**src/rtl/hwr_pkg.sv**
```systemverilog
package hwr_pkg;

  // start-up delay, in system clock pulses
  localparam int          SST_CYCLES      = 1024;
  // option-loading delay added to full resets only, in system clock pulses
  localparam int          OPT_LOAD_CYCLES = 16;
  localparam int          CNT_W           = 11;
  localparam logic [10:0] SST_LAST        = 11'(SST_CYCLES - 1);
  localparam logic [10:0] OPT_LAST        = 11'(OPT_LOAD_CYCLES - 1);
  localparam logic [10:0] CNT_ZERO        = 11'h000;

  localparam int          PORT_A_W        = 8;
  localparam int          IRQ_W           = 3;

  // values the core loads while full_reset_out is high
  localparam logic [12:0] PROG_COUNTER_RST     = 13'h0000;
  localparam logic [7:0]  BANK_SELECT_RST      = 8'h00;
  localparam logic [7:0]  WATCHDOG_SCALE_RST   = 8'h07;
  localparam logic [7:0]  IRQ_CONTROL_RST      = 8'h00;
  localparam logic [7:0]  TIMER0_CTRL_RST      = 8'h08;
  localparam logic [7:0]  PORT_A_DATA_RST      = 8'hff;
  localparam logic [7:0]  PORT_A_DIR_RST       = 8'hff;

  typedef enum logic [2:0] {
    ST_PIN  = 3'h0,
    ST_SST  = 3'h1,
    ST_OPT  = 3'h2,
    ST_RUN  = 3'h3,
    ST_HALT = 3'h4
  } hwr_state_t;

  typedef enum logic [1:0] {
    RESUME_START = 2'h0,
    RESUME_NEXT  = 2'h1,
    RESUME_IRQ   = 2'h2
  } hwr_resume_t;

endpackage

```
**src/rtl/hwr_sync.sv**
```systemverilog
`timescale 1ns/1ps
module hwr_sync #(
  parameter int          W        = 1,
  parameter logic [W-1:0] INIT    = '1
) (
  // clock and reset
  input  wire logic         clock_in,
  input  wire logic         reset_n_in,
  // asynchronous level and its synchronised copy
  input  wire logic [W-1:0] async_in,
  output logic      [W-1:0] sync_out
);

  logic [W-1:0] stage1;
  logic [W-1:0] stage2;

  always_ff @(posedge clock_in) begin
    if (!reset_n_in) begin
      stage1 <= INIT;
      stage2 <= INIT;
    end else begin
      stage1 <= async_in;
      stage2 <= stage1;
    end
  end

  assign sync_out = stage2;

endmodule

```
**src/rtl/hwr_ctrl.sv**
```systemverilog
`timescale 1ns/1ps
module hwr_ctrl
  import hwr_pkg::*;
#(
  parameter int PORT_W = hwr_pkg::PORT_A_W
) (
  // clock and power-up reset
  input  wire logic              clock_in,
  input  wire logic              reset_n_in,
  // pins
  input  wire logic              ext_init_pin_n_in,
  input  wire logic [PORT_W-1:0] port_a_data_in,
  // options
  input  wire logic [PORT_W-1:0] port_a_wake_en_in,
  input  wire logic              watchdog_osc_sel_in,
  // core and watchdog events
  input  wire logic              halt_op_in,
  input  wire logic              watchdog_clear_op_in,
  input  wire logic              watchdog_overflow_in,
  // interrupt state from the core
  input  wire logic [hwr_pkg::IRQ_W-1:0] irq_flags_in,
  input  wire logic [hwr_pkg::IRQ_W-1:0] irq_enable_in,
  input  wire logic              irq_master_in,
  input  wire logic              stack_full_in,
  // clocks and holds
  output logic                   sys_osc_run_out,
  output logic                   watchdog_osc_run_out,
  output logic                   core_hold_out,
  output logic                   reg_hold_out,
  output logic                   port_hold_out,
  // reset controls
  output logic                   full_reset_out,
  output logic                   warm_reset_out,
  output logic                   option_load_out,
  output logic                   watchdog_clear_out,
  // resume and status
  output logic                   resume_out,
  output hwr_pkg::hwr_resume_t   resume_kind_out,
  output logic                   timeout_flag_out,
  output logic                   power_down_flag_out
);
  import hwr_pkg::*;

  logic              pin_n_sync;
  logic [PORT_W-1:0] port_sync;

  hwr_sync #(.W(1), .INIT(1'b1)) u_pin_sync (
    .clock_in   (clock_in),
    .reset_n_in (reset_n_in),
    .async_in   (ext_init_pin_n_in),
    .sync_out   (pin_n_sync)
  );

  hwr_sync #(.W(PORT_W), .INIT({PORT_W{1'b1}})) u_port_sync (
    .clock_in   (clock_in),
    .reset_n_in (reset_n_in),
    .async_in   (port_a_data_in),
    .sync_out   (port_sync)
  );

  hwr_state_t                  state;
  hwr_state_t                  next_state;
  logic [CNT_W-1:0]            count;
  logic [CNT_W-1:0]            next_count;
  logic                        full;
  logic                        next_full;
  hwr_resume_t                 kind;
  hwr_resume_t                 next_kind;
  logic                        to_flag;
  logic                        next_to_flag;
  logic                        pd_flag;
  logic                        next_pd_flag;
  logic [IRQ_W-1:0]            irq_snap;
  logic [IRQ_W-1:0]            next_irq_snap;
  logic [PORT_W-1:0]           port_prev;
  logic                        fall_seen;
  logic                        next_fall_seen;
  logic                        next_warm;
  logic                        next_resume;
  logic                        next_wdt_clear;
  logic [IRQ_W-1:0]            irq_new;
  logic                        fall_now;
  logic                        halt_entry;

  // only requests raised after halt entry may wake
  assign irq_new    = irq_flags_in & ~irq_snap;
  assign fall_now   = |(port_prev & ~port_sync & port_a_wake_en_in);
  assign halt_entry = (state == ST_RUN) && pin_n_sync && !watchdog_overflow_in && halt_op_in;

  always_comb begin
    next_state     = state;
    next_count     = count;
    next_full      = full;
    next_kind      = kind;
    next_to_flag   = to_flag;
    next_pd_flag   = pd_flag;
    next_irq_snap  = irq_snap;
    next_warm      = 1'b0;
    next_resume    = 1'b0;
    next_wdt_clear = 1'b0;
    // a fall in the same cycle as halt entry is kept: set wins over clear
    next_fall_seen = fall_now | (fall_seen & !halt_entry);
    case (state)
      ST_PIN: begin
        // full reset is held for as long as the pin stays low
        next_count = CNT_ZERO;
        if (pin_n_sync) begin
          next_state = ST_SST;
        end
      end
      ST_SST: begin
        next_count = count + 11'h001;
        if (count == SST_LAST) begin
          next_count = CNT_ZERO;
          if (full) begin
            next_state = ST_OPT;
          end else begin
            next_state  = ST_RUN;
            next_resume = 1'b1;
          end
        end
      end
      ST_OPT: begin
        next_count = count + 11'h001;
        if (count == OPT_LAST) begin
          next_count  = CNT_ZERO;
          next_state  = ST_RUN;
          next_full   = 1'b0;
          next_resume = 1'b1;
          next_kind   = RESUME_START;
        end
      end
      ST_RUN: begin
        if (!pin_n_sync) begin
          // flags stay as they are for a pin reset in normal run
          next_state = ST_PIN;
          next_full  = 1'b1;
          next_kind  = RESUME_START;
        end else if (watchdog_overflow_in) begin
          next_state   = ST_SST;
          next_count   = CNT_ZERO;
          next_full    = 1'b1;
          next_to_flag = 1'b1;
          next_kind    = RESUME_START;
        end else if (halt_op_in) begin
          next_state     = ST_HALT;
          next_pd_flag   = 1'b1;
          next_to_flag   = 1'b0;
          next_irq_snap  = irq_flags_in;
          next_wdt_clear = watchdog_osc_sel_in;
        end else if (watchdog_clear_op_in) begin
          next_pd_flag   = 1'b0;
          next_wdt_clear = 1'b1;
        end
      end
      ST_HALT: begin
        next_count = CNT_ZERO;
        if (!pin_n_sync) begin
          next_state   = ST_PIN;
          next_full    = 1'b1;
          next_to_flag = 1'b0;
          next_pd_flag = 1'b1;
          next_kind    = RESUME_START;
        end else if (watchdog_overflow_in) begin
          // warm reset: only PC and stack pointer, no option load
          next_state   = ST_SST;
          next_warm    = 1'b1;
          next_to_flag = 1'b1;
          next_pd_flag = 1'b1;
          next_kind    = RESUME_START;
        end else if (|irq_new) begin
          next_state = ST_SST;
          if (irq_master_in && |(irq_new & irq_enable_in) && !stack_full_in) begin
            next_kind = RESUME_IRQ;
          end else begin
            next_kind = RESUME_NEXT;
          end
        end else if (fall_seen) begin
          next_state = ST_SST;
          next_kind  = RESUME_NEXT;
        end
      end
      default: begin
        next_state = ST_SST;
        next_count = CNT_ZERO;
        next_full  = 1'b1;
      end
    endcase
  end

  always_ff @(posedge clock_in) begin
    if (!reset_n_in) begin
      // power-up: full reset then start-up and option delays
      state                <= ST_SST;
      count                <= CNT_ZERO;
      full                 <= 1'b1;
      kind                 <= RESUME_START;
      to_flag              <= 1'b0;
      pd_flag              <= 1'b0;
      irq_snap             <= '0;
      port_prev            <= '1;
      fall_seen            <= 1'b0;
      sys_osc_run_out      <= 1'b1;
      watchdog_osc_run_out <= 1'b1;
      core_hold_out        <= 1'b1;
      reg_hold_out         <= 1'b0;
      port_hold_out        <= 1'b0;
      full_reset_out       <= 1'b1;
      warm_reset_out       <= 1'b0;
      option_load_out      <= 1'b0;
      watchdog_clear_out   <= 1'b1;
      resume_out           <= 1'b0;
      resume_kind_out      <= RESUME_START;
      timeout_flag_out     <= 1'b0;
      power_down_flag_out  <= 1'b0;
    end else begin
      state                <= next_state;
      count                <= next_count;
      full                 <= next_full;
      kind                 <= next_kind;
      to_flag              <= next_to_flag;
      pd_flag              <= next_pd_flag;
      irq_snap             <= next_irq_snap;
      port_prev            <= port_sync;
      fall_seen            <= next_fall_seen;
      sys_osc_run_out      <= (next_state != ST_HALT);
      watchdog_osc_run_out <= (next_state != ST_HALT) || watchdog_osc_sel_in;
      core_hold_out        <= (next_state != ST_RUN);
      reg_hold_out         <= (next_state == ST_HALT);
      port_hold_out        <= (next_state == ST_HALT);
      // core loads the package reset values while this is high
      full_reset_out       <= next_full;
      warm_reset_out       <= next_warm;
      option_load_out      <= (next_state == ST_OPT);
      watchdog_clear_out   <= next_wdt_clear | next_full;
      resume_out           <= next_resume;
      resume_kind_out      <= next_kind;
      timeout_flag_out     <= next_to_flag;
      power_down_flag_out  <= next_pd_flag;
    end
  end

  // checks
  AST_HALT_FLAGS: assert property (@(posedge clock_in) disable iff (!reset_n_in)
    halt_entry |=> power_down_flag_out && !timeout_flag_out && state == ST_HALT)
    else $error("halt entry did not set power-down and clear timeout");

  AST_OSC_STOP: assert property (@(posedge clock_in) disable iff (!reset_n_in)
    state == ST_HALT |-> !sys_osc_run_out && (watchdog_osc_run_out == watchdog_osc_sel_in || $past(state) != ST_HALT))
    else $error("oscillator controls wrong during power-down");

  AST_WDT_CLEAR: assert property (@(posedge clock_in) disable iff (!reset_n_in)
    halt_entry && watchdog_osc_sel_in |=> watchdog_clear_out ##1 !watchdog_clear_out)
    else $error("watchdog not cleared once at power-down entry");

  AST_HOLDS: assert property (@(posedge clock_in) disable iff (!reset_n_in)
    $past(state) == ST_HALT && state == ST_HALT |-> port_hold_out && reg_hold_out && core_hold_out)
    else $error("ports or registers not held during power-down");

  AST_PIN_IN_HALT: assert property (@(posedge clock_in) disable iff (!reset_n_in)
    state == ST_HALT && !pin_n_sync |=> full_reset_out && power_down_flag_out && !timeout_flag_out)
    else $error("pin reset in power-down did not give full reset with flags 0,1");

  AST_WARM: assert property (@(posedge clock_in) disable iff (!reset_n_in)
    state == ST_HALT && pin_n_sync && watchdog_overflow_in
      |=> warm_reset_out && !full_reset_out && timeout_flag_out && power_down_flag_out)
    else $error("watchdog wake did not warm reset with flags 1,1");

  AST_RUN_WDT: assert property (@(posedge clock_in) disable iff (!reset_n_in)
    state == ST_RUN && pin_n_sync && watchdog_overflow_in
      |=> full_reset_out && timeout_flag_out && power_down_flag_out == $past(power_down_flag_out))
    else $error("normal watchdog overflow did not full reset");

  AST_PDF_CLEAR: assert property (@(posedge clock_in) disable iff (!reset_n_in)
    state == ST_RUN && pin_n_sync && !watchdog_overflow_in && !halt_op_in && watchdog_clear_op_in
      |=> !power_down_flag_out)
    else $error("watchdog clear did not clear power-down flag");

  AST_SST_DONE: assert property (@(posedge clock_in) disable iff (!reset_n_in)
    resume_out |-> ($past(state) == ST_SST && $past(count) == SST_LAST) ||
                   ($past(state) == ST_OPT && $past(count) == OPT_LAST))
    else $error("resume without completed start-up delay");

  AST_OLD_IRQ: assert property (@(posedge clock_in) disable iff (!reset_n_in)
    state == ST_HALT && pin_n_sync && !watchdog_overflow_in && irq_flags_in == irq_snap && !fall_seen
      |=> state == ST_HALT)
    else $error("stale interrupt woke the device");

  AST_PORT_WAKE: assert property (@(posedge clock_in) disable iff (!reset_n_in)
    state == ST_HALT && pin_n_sync && !watchdog_overflow_in && irq_new == '0 && fall_seen
      |=> state == ST_SST && resume_kind_out == RESUME_NEXT)
    else $error("port wake did not resume at next instruction");

  AST_POWER_UP: assert property (@(posedge clock_in)
    $rose(reset_n_in) |-> !timeout_flag_out && !power_down_flag_out && full_reset_out)
    else $error("power-up flags not 0,0");

endmodule

```
**config.mk**
```make
export PLATFORM = sky130hd
export DESIGN_NAME = hwr_ctrl
export DESIGN_NICKNAME = d
export VERILOG_FILES = /design/src/rtl/hwr_pkg.sv /design/src/rtl/hwr_sync.sv /design/src/rtl/hwr_ctrl.sv
export SDC_FILE = /design/constraint.sdc
export NUM_CORES = 1
export LEC_CHECK = 0
export BUFFER_PORTS_ARGS = -buffer_cell sky130_fd_sc_hd__buf_2
export CAP_MARGIN = 20
export CORE_AREA = 2 2 81 59
export CTS_CLUSTER_SIZE = 25
export DETAILED_ROUTE_END_ITERATION = 10
export DIE_AREA = 0 0 83 61
export PLACE_DENSITY = 0.8
export SYNTH_ARGS = -nofsm -noshare
export SYNTH_HDL_FRONTEND = slang
export SYNTH_SLANG_ARGS = --single-unit
```
**constraint.sdc**
```tcl
create_clock -name clock_in -period 2.91 [get_ports clock_in]
set_clock_uncertainty 0.1 [all_clocks]
set_input_delay 0.582 -clock clock_in [delete_from_list [all_inputs] [get_ports clock_in]]
set_output_delay 0.582 -clock clock_in [all_outputs]
set_load 0.01 [all_outputs]
```
==> flow_summary.toml <==
[clock_network]
cts_buffer_depth = 2
post_cts_buffers = 0
cts-resized-gates = 0
root_buffer = "clkbuf_8"
clkLatencyLatePin_ns = 0.33
cts-htree-levels = 3
cts.sinks = 57
numCtsBuffers = 9
clk_pin_slew_worst_paths_ns = 0.06
cts_tree = "built"
cts.hold.buffers_added = 0

[global_routing]
grt-ovfl-total = 0
grt_max_degree = 21
use_met1_pct = 28.3
met2_usage_pct = 33.6
grt.busiest_layer = "met2"
grt_pass1_vias = 1824
use_met3_pct = 7.21
grt_pass1_wl_um = 8400
antenna_found_initial = 0
grt.total_usage_pct = 21.7

[synth]
synth.most_common_cell = "dfxtp_1"
synth_seq_cells = 57
synth.distinct_cells = 49
syn_nets = 303
synth_area_mm2 = 0.00246
synth_edf_count = 0
async_reset_ff_share_pct = 0
synth_flop_cell = "dfxtp_1"
yosysTopAreaCell = "dfxtp_1"
synth_commonest_cells = "dfxtp_1 (57), nand2_1 (34), nand2b_1 (29)"
avgSynthCellArea_um2 = 9.07
synth_cells = 271
yosysWarningCount = 0
synth_top_cell_area_share_pct = 46.4
yosysSeqAreaShare_pct = 46.4
synthTopCellsByArea = "dfxtp_1 (46%), nand2b_1 (7.4%), nand2_1 (5.2%)"

[critical_path]
required_ns = 3.01
r2r_slack_ns = 0.88
cp-start-kind = "flop"
critical_path_buf_inv_count = 0
cpMaxStageDelayCell = "o31ai_1"
cp_data_arrival_time_ns = 2.14
reg2reg_from = "count[0]"
endpoint_kind = "flop"
critPathTopFamily = "compound AO/OA/AOI/OAI gates"
critPathMaxFanout = 12
crit_type = "flop to flop"
path_cells = "ha_1 -> and4b_1 -> a31oi_4 -> o31ai_1 -> nor2_1"
crit_path_max_incr_delay_ns = 0.46
rr_worst_depth = 5
r2r_end = "count[7]"

[run]
max_cap_viol_count = 0

[power]
p_leak_nw = 1.14
p_int_mw = 1.26
peakVddDrop_uv = 418
seqPwrFrac_pct = 50.6
swShare_pct = 21.6
pwr-share-comb_pct = 5.1
pwr_density_cell_mw_per_mm2 = 561
power_switching_mw = 0.347
power_mw = 1.60
clkPwrFrac_pct = 44.3

[layout]
multi_input_area_mm2 = 0.00120
post-route-cell-area_mm2 = 0.00286
layout.nets = 344
area_growth_pct = 16.2
fillers = 358
diodes = 0
drive_gt1_share_pct = 21.5
seq_area_mm2 = 0.00114

[sta]
hold_viol = 0
relSlewSlack_pct = 61.1
min_period_ns = 2.03
layout_setup_ws_ns = 0.876
setup_violations = 0
worst_pin_slew_ns = 0.583
rsz0062_at_grt = "no"
fin_crit_sh_pct = 69.9
clock.fmax_mhz = 492
tns_ns = 0
slew_viol_final = 0

[route]
drt_iter0_drc = 160
ant_nets = 0
vias = 2084
drc = 0
wire_per_inst_um = 14.0
viasPerCell = 5.60
routed_wl_um = 5200
firstDrtPassIters = 4

[place]
dpl_cell_area_mm2 = 0.00267
io_buffers = 44
place_hpwl_um = 3640
dp_slack_ns = 0.766
place.gp.congestion = 0.814

[worst_hold_path]
worstHoldStart = "u_port_sync.stage1[2]"
hold_class = "flop to flop"
worstHoldEndpoint = "u_port_sync.sync_out[2]"
hold_depth = 1

[floorplan]
rows = 20
start_util_pct = 57.4
die_h_um = 61
ios = 45
core_area_mm2 = 0.00428
die-area_mm2 = 0.00506
die_w_um = 83

[outcome]
status = "completed"
-- worst max path at each step --
stage	from	endpoint	depth (start not counted)
detailed placement	irq_flags_in[2]	watchdog_osc_run_out	5
global placement	irq_flags_in[2]	watchdog_osc_run_out	5
global route	count[0]	count[7]	5
CTS	count[0]	count[7]	5
floorplan	irq_flags_in[2]	watchdog_osc_run_out	4
finish	count[0]	count[7]	5
-- through the flow --
step / utilization [%] / std cells / hold WS [ns]
detailed placement: 62.3 / 356 / 0.291
floorplan: - / 271 / 0.286
global route: 66.8 / 372 / 0.318
CTS: 66.8 / 372 / 0.304
finish: 66.8 / 372 / 0.299
global placement: 62.3 / 356 / 0.288
-- power groups by stage --
stage                     combinational [mW]  clock [mW]  sequential [mW]
after floorplan                       0.0486           0            0.824
after global placement                0.0795           0            0.826
after detailed placement              0.0815           0            0.827
after CTS                             0.0819       0.726            0.810
after global routing                  0.0912       0.763            0.812
final                                 0.0819       0.710            0.810
-- per-layer routing --
metal / vias up / share of wire [%]
met4: 0 / 1.6
li1: 1046 / -
met5: - / 0
met3: 10 / 7.8
met1: 951 / 48
met2: 77 / 43
-- cell families after synthesis --
kind of cell	after synthesis	synth area share, %
mux	2	0.815
flops	57	46.4
buf+inv	23	4.89
xor+xnor	3	1.07
compound gates	61	17.5
simple gates	124	28.8
fa+ha+maj	1	0.509
-- flip-flops by register name, indices dropped and copies added (netlist names), 2 cells and up --
register and flops:
state 3, u_port_sync.sync_out 8, count 11, kind 2, u_port_sync.stage1 8, port_prev 8, irq_snap 3
-- cell type report --
| class | instances | area share, % |
|---|---|---|
| clock inverter | 3 | 1.40 |
| timing repair buffer | 46 | 8.23 |
| multi-input combinational | 191 | 41.9 |
| clock buffer | 13 | 5.21 |
| tap | 55 | 2.41 |
| inverter | 7 | 0.920 |
| sequential | 57 | 39.9 |
-- cells in the final DEF, fill, tap and decap left out, types with 6 or more instances in the layout --
master / Yosys / routed
nand3_1: 7 / 7
o21ai_0: 6 / 6
buf_2: 6 / 44
a21oi_1: 20 / 20
nand2b_1: 29 / 29
nand4_1: 6 / 6
nor3_1: 7 / 7
inv_1: 7 / 7
nand2_1: 34 / 34
nor2_1: 9 / 9
o22ai_1: 11 / 11
clkbuf_8: 0 / 10
dfxtp_1: 57 / 57
nor2b_1: 7 / 7
(Power assumes the default switching activity.)
